### src/rpc_defines.svh
// How it works
// - A positive zero crossing of the fine start phase opens the counting gate.
// - While the gate is open the count rises once per 2.048 MHz tick.
// - A positive zero crossing of the stop phase closes the gate and holds the count.
// - The held count is the start-to-stop phase difference, i.e. the gimbal angle.
// - Fine phase is 64 times the shaft angle; conversion uses that scale.
// - Fine winding makes 64 electrical turns per rev, so fine counts are ambiguous.
// - Coarse start has its own network; coarse stop is the excitation reference crossing.
// - The coarse channel uses the same gate-and-count procedure as the fine one.
// - The coarse angle is output only when the fine channel has failed; otherwise it picks the fine cycle.
// - Fine and coarse excitation references are separate and watched independently.
// - Excitation runs at 1016 Hz; one measurement per excitation period.
`ifndef RPC_DEFINES_SVH
`define RPC_DEFINES_SVH

// ==========================================================
// Timing
`define RPC_SYS_HZ 100000000
`define RPC_MEAS_HZ 2048000
`define RPC_EXC_HZ 1016
`define RPC_ACC_STEP (17'((`RPC_MEAS_HZ) / 1000))
`define RPC_ACC_MOD (17'((`RPC_SYS_HZ) / 1000))
`define RPC_PERIOD_TICKS (12'((`RPC_MEAS_HZ) / (`RPC_EXC_HZ)))
`define RPC_TIMEOUT_TICKS (12'(2 * ((`RPC_MEAS_HZ) / (`RPC_EXC_HZ))))

// ==========================================================
// Angle scaling
`define RPC_FINE_MULT 64
`define RPC_SECTOR_BITS 6
`define RPC_FRAC_MUL 16'h820C
`define RPC_FRAC_SHIFT 10

// ==========================================================
// Pin indices
`define RPC_PIN_FSTART 0
`define RPC_PIN_FSTOP 1
`define RPC_PIN_CSTART 2
`define RPC_PIN_FREF 3
`define RPC_PIN_CREF 4
`define RPC_NPINS 5

`endif

### src/rpc_pkg.sv
package rpc_pkg;
  typedef enum logic [1:0] {
    RPC_IDLE = 2'b01,
    RPC_GATE = 2'b10
  } rpc_state_t;

  typedef struct packed {
    logic [15:0] angle;
    logic [11:0] fine_count;
    logic [11:0] coarse_count;
    logic coarse_used;
    logic fine_fail;
    logic coarse_fail;
  } rpc_result_t;

  typedef struct packed {
    rpc_state_t state;
    logic [11:0] count;
    logic [11:0] held;
    logic valid;
    logic fault;
    logic [11:0] idle_ticks;
  } rpc_chan_st_t;
endpackage : rpc_pkg

### src/rpc_chan.sv
`timescale 1ns/100ps
`include "rpc_defines.svh"

module rpc_chan
  import rpc_pkg::*;
(
  // Clock and reset
  input wire logic clk,
  input wire logic rst_n,
  // Events
  input wire logic tick,
  input wire logic start,
  input wire logic stop,
  // Result
  output logic [11:0] held,
  output logic valid,
  output logic fault,
  output logic gate_open
);
  rpc_chan_st_t q, d;

  always_comb begin
    d = q;
    d.valid = 1'b0;
    case (q.state)
      RPC_IDLE: begin
        if (tick && q.idle_ticks < `RPC_TIMEOUT_TICKS) begin
          d.idle_ticks = q.idle_ticks + 12'h001;
        end
        if (q.idle_ticks >= `RPC_TIMEOUT_TICKS) begin
          d.fault = 1'b1;
        end
        if (start) begin
          d.state = RPC_GATE;
          d.count = 12'h000;
          d.idle_ticks = 12'h000;
        end
      end
      RPC_GATE: begin
        if (start) begin
          d.count = 12'h000;
        end else if (stop) begin
          d.held = q.count;
          d.valid = 1'b1;
          d.fault = 1'b0;
          d.state = RPC_IDLE;
        end else if (q.count >= `RPC_TIMEOUT_TICKS) begin
          d.fault = 1'b1;
          d.state = RPC_IDLE;
        end else if (tick) begin
          d.count = q.count + 12'h001;
        end
      end
      default: begin
        d.state = RPC_IDLE;
      end
    endcase
  end

  always_ff @(posedge clk or negedge rst_n) begin
    if (!rst_n) begin
      q <= '{state: RPC_IDLE, count: 12'h000, held: 12'h000, valid: 1'b0,
             fault: 1'b0, idle_ticks: 12'h000};
    end else begin
      q <= d;
    end
  end

  assign held = q.held;
  assign valid = q.valid;
  assign fault = q.fault;
  assign gate_open = (q.state == RPC_GATE);

  // ==========================================================
  // Checks
  gate_opens_a: assert property (@(posedge clk) disable iff (!rst_n)
    (q.state == RPC_IDLE && start) |=> (q.state == RPC_GATE && q.count == 12'h000))
    else $error("gate did not open cleared on start");
  count_inc_a: assert property (@(posedge clk) disable iff (!rst_n)
    (q.state == RPC_GATE && tick && !start && !stop && q.count < `RPC_TIMEOUT_TICKS)
    |=> q.count == $past(q.count) + 12'h001)
    else $error("count did not advance on tick");
  count_still_a: assert property (@(posedge clk) disable iff (!rst_n)
    (q.state == RPC_GATE && !tick && !start) |=> $stable(q.count))
    else $error("count moved without tick");
  stop_closes_a: assert property (@(posedge clk) disable iff (!rst_n)
    (q.state == RPC_GATE && stop && !start)
    |=> (q.state == RPC_IDLE && valid && held == $past(q.count)))
    else $error("stop did not close gate and hold count");
  held_steady_a: assert property (@(posedge clk) disable iff (!rst_n)
    !valid |-> $stable(q.held))
    else $error("held count changed without a result");
  restart_clear_a: assert property (@(posedge clk) disable iff (!rst_n)
    (q.state == RPC_GATE && start) |=> q.count == 12'h000)
    else $error("restart did not clear count");

  meas_done_c: cover property (@(posedge clk) disable iff (!rst_n)
    (q.state == RPC_GATE && q.count > 12'h010 && stop));
  timeout_c: cover property (@(posedge clk) disable iff (!rst_n) $rose(q.fault));
endmodule : rpc_chan

### src/rpc_top.sv
`timescale 1ns/100ps
`include "rpc_defines.svh"

module rpc_top
  import rpc_pkg::*;
(
  // Clock and reset
  input wire logic clk,
  input wire logic rst_n,
  // Zero-crossing pulses from the bridge comparators
  input wire logic start_phase_zc,
  input wire logic stop_phase_zc,
  input wire logic coarse_start_zc,
  // Excitation references, one per channel
  input wire logic fine_resolver_excitation,
  input wire logic coarse_resolver_excitation,
  // Result
  output rpc_result_t result,
  output logic result_valid
);
  typedef struct packed {
    logic [16:0] acc;
    logic tick;
    logic [`RPC_NPINS-1:0] s1;
    logic [`RPC_NPINS-1:0] s2;
    logic [`RPC_NPINS-1:0] prev;
    logic [11:0] fref_wd;
    logic [11:0] cref_wd;
    logic [15:0] cfrac;
    rpc_result_t res;
    logic res_valid;
  } rpc_top_st_t;

  rpc_top_st_t q, d;
  logic [`RPC_NPINS-1:0] pins, edges;
  logic [11:0] fine_held, coarse_held;
  logic fine_valid, coarse_valid, fine_fault, coarse_fault;
  logic fine_fail, coarse_fail;
  logic [15:0] fine_frac, coarse_frac;
  logic [5:0] sector;

  // Count to 16-bit turn fraction, saturating
  function automatic logic [15:0] rpc_to_frac(input logic [11:0] cnt);
    logic [27:0] prod;
    prod = 28'(cnt) * 28'(`RPC_FRAC_MUL);
    if (prod[27:26] != 2'h0) begin
      rpc_to_frac = 16'hFFFF;
    end else begin
      rpc_to_frac = prod[`RPC_FRAC_SHIFT +: 16];
    end
  endfunction : rpc_to_frac

  assign pins = {coarse_resolver_excitation, fine_resolver_excitation, coarse_start_zc, stop_phase_zc,
                 start_phase_zc};
  assign edges = q.s2 & ~q.prev;

  // ==========================================================
  // Channels
  rpc_chan u_fine (
    .clk(clk),
    .rst_n(rst_n),
    .tick(q.tick),
    .start(edges[`RPC_PIN_FSTART]),
    .stop(edges[`RPC_PIN_FSTOP]),
    .held(fine_held),
    .valid(fine_valid),
    .fault(fine_fault),
    .gate_open()
  );

  rpc_chan u_coarse (
    .clk(clk),
    .rst_n(rst_n),
    .tick(q.tick),
    .start(edges[`RPC_PIN_CSTART]),
    .stop(edges[`RPC_PIN_CREF]),
    .held(coarse_held),
    .valid(coarse_valid),
    .fault(coarse_fault),
    .gate_open()
  );

  // ==========================================================
  // Health and angle
  assign fine_fail = fine_fault || (q.fref_wd >= `RPC_TIMEOUT_TICKS);
  assign coarse_fail = coarse_fault || (q.cref_wd >= `RPC_TIMEOUT_TICKS);
  assign fine_frac = rpc_to_frac(fine_held);
  assign coarse_frac = rpc_to_frac(coarse_held);
  // Coarse picks which of the 64 fine cycles, centred on fine phase
  assign sector = 6'((q.cfrac - {6'h00, fine_frac[15:6]} + 16'h0200) >> 10);

  always_comb begin
    d = q;
    d.s1 = pins;
    d.s2 = q.s1;
    d.prev = q.s2;
    d.res_valid = 1'b0;
    d.tick = 1'b0;
    if (q.acc + `RPC_ACC_STEP >= `RPC_ACC_MOD) begin
      d.acc = q.acc + `RPC_ACC_STEP - `RPC_ACC_MOD;
      d.tick = 1'b1;
    end else begin
      d.acc = q.acc + `RPC_ACC_STEP;
    end
    // Reference watchdogs: one period per crossing expected
    if (edges[`RPC_PIN_FREF]) begin
      d.fref_wd = 12'h000;
    end else if (q.tick && q.fref_wd < `RPC_TIMEOUT_TICKS) begin
      d.fref_wd = q.fref_wd + 12'h001;
    end
    if (edges[`RPC_PIN_CREF]) begin
      d.cref_wd = 12'h000;
    end else if (q.tick && q.cref_wd < `RPC_TIMEOUT_TICKS) begin
      d.cref_wd = q.cref_wd + 12'h001;
    end
    d.res.fine_fail = fine_fail;
    d.res.coarse_fail = coarse_fail;
    if (coarse_valid) begin
      d.cfrac = coarse_frac;
      d.res.coarse_count = coarse_held;
      if (fine_fail) begin
        d.res.angle = coarse_frac;
        d.res.coarse_used = 1'b1;
        d.res_valid = 1'b1;
      end
    end
    if (fine_valid && !fine_fail) begin
      d.res.fine_count = fine_held;
      d.res.angle = {sector, fine_frac[15:6]};
      d.res.coarse_used = 1'b0;
      d.res_valid = 1'b1;
    end
  end

  always_ff @(posedge clk or negedge rst_n) begin
    if (!rst_n) begin
      q <= '0;
    end else begin
      q <= d;
    end
  end

  assign result = q.res;
  assign result_valid = q.res_valid;

  // ==========================================================
  // Checks
  tick_gap_a: assert property (@(posedge clk) disable iff (!rst_n)
    q.tick |=> !q.tick [*8])
    else $error("measurement ticks too close");
  tick_due_a: assert property (@(posedge clk) disable iff (!rst_n)
    !q.tick |-> ##[0:49] q.tick)
    else $error("measurement tick overdue");
  fine_pref_a: assert property (@(posedge clk) disable iff (!rst_n)
    (fine_valid && !fine_fail) |=> (result_valid && !result.coarse_used))
    else $error("fine result not preferred");
  coarse_only_a: assert property (@(posedge clk) disable iff (!rst_n)
    (result_valid && result.coarse_used) |-> $past(fine_fail))
    else $error("coarse used while fine healthy");
  fine_scale_a: assert property (@(posedge clk) disable iff (!rst_n)
    (fine_valid && !fine_fail) |=> result.angle[9:0] == $past(fine_frac[15:6]))
    else $error("fine angle scaling wrong");
  ref_loss_a: assert property (@(posedge clk) disable iff (!rst_n)
    (q.fref_wd >= `RPC_TIMEOUT_TICKS) |=> result.fine_fail)
    else $error("lost fine reference not flagged");
  sync_lat_a: assert property (@(posedge clk) disable iff (!rst_n)
    $rose(start_phase_zc) ##1 start_phase_zc ##1 start_phase_zc |-> edges[`RPC_PIN_FSTART])
    else $error("start edge not seen two cycles later");

  fine_res_c: cover property (@(posedge clk) disable iff (!rst_n) result_valid && !result.coarse_used);
  coarse_res_c: cover property (@(posedge clk) disable iff (!rst_n) result_valid && result.coarse_used);
  ref_lost_c: cover property (@(posedge clk) disable iff (!rst_n) $rose(q.fref_wd >= `RPC_TIMEOUT_TICKS));
endmodule : rpc_top

### config.mk
export PLATFORM = sky130hd
export DESIGN_NAME = rpc_top
export DESIGN_NICKNAME = d
export VERILOG_FILES = /design/src/rpc_pkg.sv /design/src/rpc_chan.sv /design/src/rpc_top.sv
export VERILOG_INCLUDE_DIRS = /design/src
export SDC_FILE = /design/constraint.sdc
export NUM_CORES = 1
export LEC_CHECK = 0
export BUFFER_PORTS_ARGS = -buffer_cell sky130_fd_sc_hd__buf_2
export CAP_MARGIN = 5
export CORE_UTILIZATION = 50
export CTS_CLUSTER_SIZE = 10
export DETAILED_ROUTE_END_ITERATION = 7
export GPL_TIMING_DRIVEN = 0
export PLACE_DENSITY = 0.67
export SLEW_MARGIN = 0
export SYNTH_ARGS = -nofsm -noshare
export SYNTH_HDL_FRONTEND = slang
export SYNTH_SLANG_ARGS = --single-unit
### constraint.sdc
create_clock -name clk -period 10.3 [get_ports clk]
set_input_delay 1.03 -clock clk [delete_from_list [all_inputs] [get_ports clk]]
set_output_delay 1.03 -clock clk [all_outputs]
set_load 0.02 [all_outputs]
==> results of run 1 <==
[where the power goes]
group | internal (mW) | switching, mW
Clock | 0.337 | 0.351
Combinational | 0.237 | 0.320
Sequential | 0.813 | 0.0396
Total | 1.39 | 0.711
[sequential cells by signal (all words and copies together), names as in the netlist]
name            cells
result_valid        1
u_coarse.fault      1
d                  10
result             43
u_coarse.held      12
q                  58
u_fine.valid        1
u_fine.fault        1
u_coarse.valid      1
u_fine.q           26
u_coarse.q         26
u_fine.held        12
[metrics by stage]
step / worst slack, ns / hold WS (ns) / power, mW / cells / area [µm²]
6_report: 3.407 / 0.3539 / 2.099 / 1695 / 13810
5_1_grt: 2.964 / 0.3592 / 2.225 / 1695 / 13810
4_1_cts: 3.419 / 0.3554 / 2.119 / 1695 / 13810
3_5_place_dp: 3.455 / 0.3347 / 1.420 / 1663 / 13170
3_3_place_gp: 3.457 / 0.3359 / 1.409 / 1662 / 13130
2_1_floorplan: 3.954 / 0.3312 / 1.282 / 1288 / 12480
[metal layers]
metal / up-vias / wire length (µm) / GRT usage
li1: 4593 / - / -
met1: 4375 / 12210 / 0.2809
met2: 141 / 11780 / 0.3486
met3: 35 / 696 / 0.02805
met4: 0 / 541 / 0.07273
met5: - / 0 / 0
[worst max-delay path, delay by kind of cell (launching register included)]
kind / cells / cell delay, ns
fa+ha+maj: 8 / 2.47
buf+inv: 4 / 0.30
flops: 1 / 0.42
compound gates: 5 / 1.20
simple gates: 9 / 2.44
[cell type report]
cell class	instances	area, µm²
Fill cell	2167	10590
Multi-Input combinational cell	921	6842
Sequential cell	192	4807
Buffer	71	439.2
Clock buffer	17	425.4
Tap cell	324	405.4
Inverter	104	390.4
Timing Repair Buffer	51	287.8
Clock inverter	15	209.0
[worst max path at each step]
stage	slack (ns)	endpoint	cells after the start	startpoint
3_3_place_gp	3.46	result[42]$_DFFE_PN0P_	26	u_fine.held[10]$_DFFE_PN0P_
3_5_place_dp	3.45	result[42]$_DFFE_PN0P_	26	u_fine.held[10]$_DFFE_PN0P_
4_1_cts	3.42	result[42]$_DFFE_PN0P_	26	u_fine.held[10]$_DFFE_PN0P_
2_1_floorplan	3.95	result[42]$_DFFE_PN0P_	26	u_fine.held[10]$_DFFE_PN0P_
6_report	3.41	result[42]$_DFFE_PN0P_	26	u_fine.held[10]$_DFFE_PN0P_
5_1_grt	2.96	result[42]$_DFFE_PN0P_	26	u_fine.held[10]$_DFFE_PN0P_
[cell usage in the layout (no fill, tap or decap), types with 7 or more instances in the layout]
cell type and instances:
a21o_1 10, a21oi_1 58, nor2_1 140, nor2b_1 13, and2_1 8, nand2b_1 9
clkbuf_1 24, xor2_1 44, o221ai_1 10, nand2_1 97, clkinv_8 7, inv_1 104
or3_1 15, fa_1 16, dfrtp_1 190, o21a_1 10, o21ai_0 53, o21bai_1 9
clkbuf_16 17, and3_1 21, nor3_1 12, buf_4 43, xnor2_1 37, nand4_1 20
buf_2 49, mux2_2 33, o211ai_1 14, ha_1 158, a31oi_1 9, a211oi_1 9
and4_1 7, nand3_1 36
[logic make-up after synthesis]
kind of cell,count (synthesis),synth area share
adders and majority gates,174,0.1841
xor gates and xnor gates,81,0.05685
muxes,36,0.03219
DFF,192,0.3852
and+or+nand+nor,399,0.1523
buffers and inverters,175,0.06648
AOI/OAI and AO/OA,231,0.1228
==> results.txt, run 1 <==
Post-Syn Nets - 1,469
R2r startpoint - u_fine.held[10]$_DFFE_PN0P_
Hold buffers post-CTS - 0
Root Buffer - clkbuf_16
IO Port Bufs - 50
Count of different cell masters after synthesis - 74
Total wire length - 25,230 µm
Clk slew on worst S/H paths - 0.08 ns
Worst slew pin tran - 0.6884 ns
Crit Path Max Fanout - 10
Critical-path top delay cell - or4b_1
Hold depth - 0
Max Freq - 145.1 MHz
Post-synth EDFFs - 0
Fin crit period - 6.893 ns
Top cells by count, synth - dfrtp_1, ha_1, nor2_1, inv_1, nand2_1
Rows - 57
Hold_sp - d[90]$_DFF_PN0_
Io pins - 51
Slew headroom - 0.5394
Final HPWL DP - 18,900 µm
N_diodes - 0
Mapped cell area - 12,480 µm²
Yosys top cell by area - dfrtp_1
Clock Latency Late Sink - 0.44 ns
Gr usage total - 0.2095
Synthesized flop and latch total - 192
Crit Path Class - reg -> reg
Routed vias - 9,144
PwrDens - 152.0 nW/µm²
Overflow after GRT - 0
Max IR drop VDD - 103.0 µV
Startpoint types - register
Largest net degree at the start of global routing - 124
Number of global-route vias before repair - 9,027
Hold Path Sink - d[85]$_DFF_PN0_
Via density per instance - 5.395
Core area - 24,390 µm²
Postcts setup bufs - 0
Leading post-synthesis cells by cell area - dfrtp_1, ha_1, nor2_1
Worst setup EP type - register
Area of the die - 25,590 µm²
WP data arrival - 7.28 ns
Worst Hold Class - reg -> reg
# setup viols final - 0
Starting DRT DRC Count - 452
Antenna violations before repair - 0
Tcrit/Tclk final - 0.6692
Synth Instances - 1,288
Die Wd - 160.0 µm
Max-slew violations - 0
Worst reg2reg path depth - 26
Ys async rst share - 1.000
Clock sink total - 192
Final Hold Viols - 0
Leakage - 7.272 nW
Max Buffers Root-to-Sink - 2
First-pass GRT wire length - 43,640 µm
Number of H-tree levels - 4
Outcome - complete, no violations
Required @ worst endpoint - 10.68 ns
Crit path top cell by count - ha_1
Synthesis warning total - 0
Avg Inst Size Synth - 9.688 µm²
DRC - 0
Num CTS Buffers - 17
Share of cells above drive strength 1 - 0.1306
Sequential share of the synthesized area - 0.3852
Most common cell in the netlist - dfrtp_1
Setup TNS Final - 0 ns
Worst path max stage delay - 0.54 ns
Reg-to-Reg End - result[42]$_DFFE_PN0P_
Number of iterations in the first detailed-routing pass - 6
RSZ-0062 raised after global routing - false
Nets - 1,539
Final ANT Viol Nets - 0
Layout Skew - 0.01059 ns
CTS tree - built
Drt wl/cell - 14.88 µm
R2R setup slack - 3.41 ns
Predominant post-synthesis flop cell - dfrtp_1
Synth top area share - 0.3810
Routability cong. - 0.8958
Layout area overhead - 10.64%
Die Ht - 160.0 µm
PostCTS Resize Cnt - 0
Initial core utilization - 0.5116
Maxcap violations - 0
Utilization after layout - 0.5660
No activity file was read; power rests on OpenSTA's default activity.
==> run 2: changes to the inputs <==
ABC_AREA = 1   (was unset)
PLACE_DENSITY = 0.69   (was 0.67)
clock period = 5.6 ns   (was 10.3 ns; I/O delays follow)
==> run 2 against run 1 <==
  * Largest cell class unchanged
  * Wire length increased by 14%
  * Global-route usage increased by 1.7 points
  * Critical path depth increased by 5
  * Utilization grew 0.98 points
  * Synthesized area up 4.9%
  * Combinational power rose by 17%
  * Cell area rose by 5.9%
  * Clock skew increased by 0.0048 ns
  * Sequential share of layout area shrank 1.9 points
  * Clock power up 79%
  * Maximum frequency is 29% higher
  * Die area rose by 4.9%
==> results.txt, run 2 <==
Outcome - complete, no violations
Setup TNS Final - 0 ns
Crit path top cell by count - ha_1
Utilization after layout - 0.5758
Sequential share of the synthesized area - 0.3672
Synth top area share - 0.3632
Most common cell after layout, fill and taps aside - nand2_1
Count of different cell masters after synthesis - 58
Worst reg2reg path depth - 31
CTS tree - built
Largest family of logic cells by synthesized area - simple AND/OR/NAND/NOR gates
Die Wd - 163.8 µm
Hold buffers post-CTS - 0
Avg Inst Size Synth - 8.121 µm²
Critical-path top delay cell - fa_1
# setup viols final - 0
Adder-cell share of the synthesized area - 0.1755
Synth Area in Compound Gates - 0.1251
Root Buffer - clkbuf_16
Post-Syn Nets - 1,793
Largest net degree at the start of global routing - 125
Ys async rst share - 1.000
Crit Path Class - reg -> reg
WP data arrival - 5.67 ns
Routability cong. - 0.8954
DRC - 0
Final HPWL DP - 22,180 µm
Layout area overhead - 11.72%
R2r startpoint - u_fine.held[10]$_DFFE_PN0P_
Overflow after GRT - 0
IO Port Bufs - 50
Post-Layout Cell Count - 2,035
Final Hold Viols - 0
Layout Skew - 0.01538 ns
Worst setup EP type - register
Drt wl/cell - 14.10 µm
Total wire length - 28,700 µm
Leading post-synthesis cells by cell area - dfrtp_1, ha_1, nand2_1
Tcrit/Tclk final - 0.9539
Clk slew on worst S/H paths - 0.08 ns
Leakage - 7.710 nW
Post-synthesis mux area share - 0
Placed cells - 1,993
N_diodes - 0
Share of cells above drive strength 1 - 0.1431
Via density per instance - 5.218
Number of global-route vias before repair - 10,360
PwrDens - 232.8 nW/µm²
Max reg flops - 58
Routed vias - 10,620
Synth Instances - 1,612
Post-synth EDFFs - 0
Io pins - 51
Setup Slack @ Placement - -0.3061 ns
Total power - 3.405 mW
Synthesized flop and latch total - 192
Core area - 25,400 µm²
Most frequent cells in the layout - nand2_1, inv_1, dfrtp_1
Yosys top cell by area - dfrtp_1
Mapped cell area - 13,090 µm²
Predominant post-synthesis flop cell - dfrtp_1
Number of iterations in the first detailed-routing pass - 5
Reg-to-Reg End - result[39]$_DFFE_PN0P_
Clock Latency Late Sink - 0.43 ns
Clock sink total - 192
Max-slew violations - 0
R2R setup slack - 0.26 ns
Worst path max stage delay - 0.49 ns
Crit Path Max Fanout - 3
Synthesis warning total - 0
Final ANT Viol Nets - 0
Startpoint types - register
Initial core utilization - 0.5154
Maxcap violations - 0
Area of the die - 26,830 µm²
Rows - 58
Worst slew pin tran - 0.6341 ns
Fin crit period - 5.342 ns
Most flops, register - q
Most common cell in the netlist - nand2_1
Max Freq - 187.2 MHz
Gr usage total - 0.2270
Required @ worst endpoint - 5.93 ns
Setup ws final - 0.2582 ns
Num CTS Buffers - 17
Post-synthesis simple-gate area fraction - 0.2120
Antenna violations before repair - 0
First-pass GRT wire length - 48,870 µm
Nets - 1,873
Worst Hold Class - in -> async
Slew headroom - 0.5773
Number of H-tree levels - 4
Max IR drop VDD - 173.2 µV
Top cells by count, synth - nand2_1, inv_1, dfrtp_1, ha_1, nor2_1
XOR/XNOR Fraction of Synth Area - 0.01873
Max Buffers Root-to-Sink - 2
Die Ht - 163.8 µm
Starting DRT DRC Count - 717
## run 2: per-stage QoR
step | cell area (µm²) | hold slack, ns
global route | 14630 | 0.1122
floorplan | 13090 | 0.2644
global placement | 13750 | 0.3338
CTS | 14440 | 0.09075
finish | 14630 | 0.07257
detailed placement | 13790 | 0.3347
## run 2: kinds of logic after synthesis
| family | after synthesis |
|---|---|
| and+or+nand+nor | 620 |
| buffers and inverters | 308 |
| AOI/OAI and AO/OA | 290 |
| DFF | 192 |
| adders and majority gates | 174 |
| xor gates and xnor gates | 28 |
## run 2: layout make-up
type | count | area [µm²]
flip-flops and latches | 192 | 4810
inverters | 246 | 923.4
repair buffers | 61 | 362.8
clock inverters | 15 | 165.2
plain buffers | 62 | 405.4
fillers | 2369 | 10770
multi-input cells | 1112 | 7121
well taps | 330 | 412.9
clock buffers | 17 | 425.4
## run 2: worst max-delay path by stage
stage | start | endpoint | slack (ns) | cells past startpoint
floorplan | u_fine.held[10]$_DFFE_PN0P_ | result[41]$_DFFE_PN0P_ | 0.55 | 33
global placement | u_fine.held[10]$_DFFE_PN0P_ | result[41]$_DFFE_PN0P_ | -0.17 | 33
detailed placement | u_fine.held[10]$_DFFE_PN0P_ | result[41]$_DFFE_PN0P_ | -0.31 | 33
CTS | u_fine.held[10]$_DFFE_PN0P_ | result[41]$_DFFE_PN0P_ | 0.01 | 33
global route | u_fine.held[10]$_DFFE_PN0P_ | result[39]$_DFFE_PN0P_ | -0.02 | 34
finish | u_fine.held[10]$_DFFE_PN0P_ | result[39]$_DFFE_PN0P_ | 0.26 | 31
## run 2: routing by layer
layer | share of wire | vias up | track usage
met2 | 0.48 | 143 | 0.3866
met1 | 0.47 | 4999 | 0.3000
li1 | - | 5428 | -
met3 | 0.025 | 48 | 0.02677
met4 | 0.025 | 0 | 0.07407
met5 | 0 | - | 0
## run 2: where the power goes
group	switching, mW	internal (mW)
logic	0.424	0.229
clock network	0.594	0.637
registers	0.0554	1.47
## run 2: worst max-delay path: cells and delay by family, from the launching register on
| family | cells | cell delay, ns |
|---|---|---|
| compound gates | 5 | 0.63 |
| xor+xnor | 1 | 0.19 |
| fa+ha+maj | 8 | 2.46 |
| buf+inv | 6 | 0.41 |
| flops | 1 | 0.37 |
| simple gates | 11 | 1.17 |
## run 2: what timing repair did
item | CTS | global route
setup endpoints to repair | 5 | 6
resized for setup | 8 | 31
cloned | 0 | 0
buffers inserted | 4 | 6
pin swaps | 1 | 6
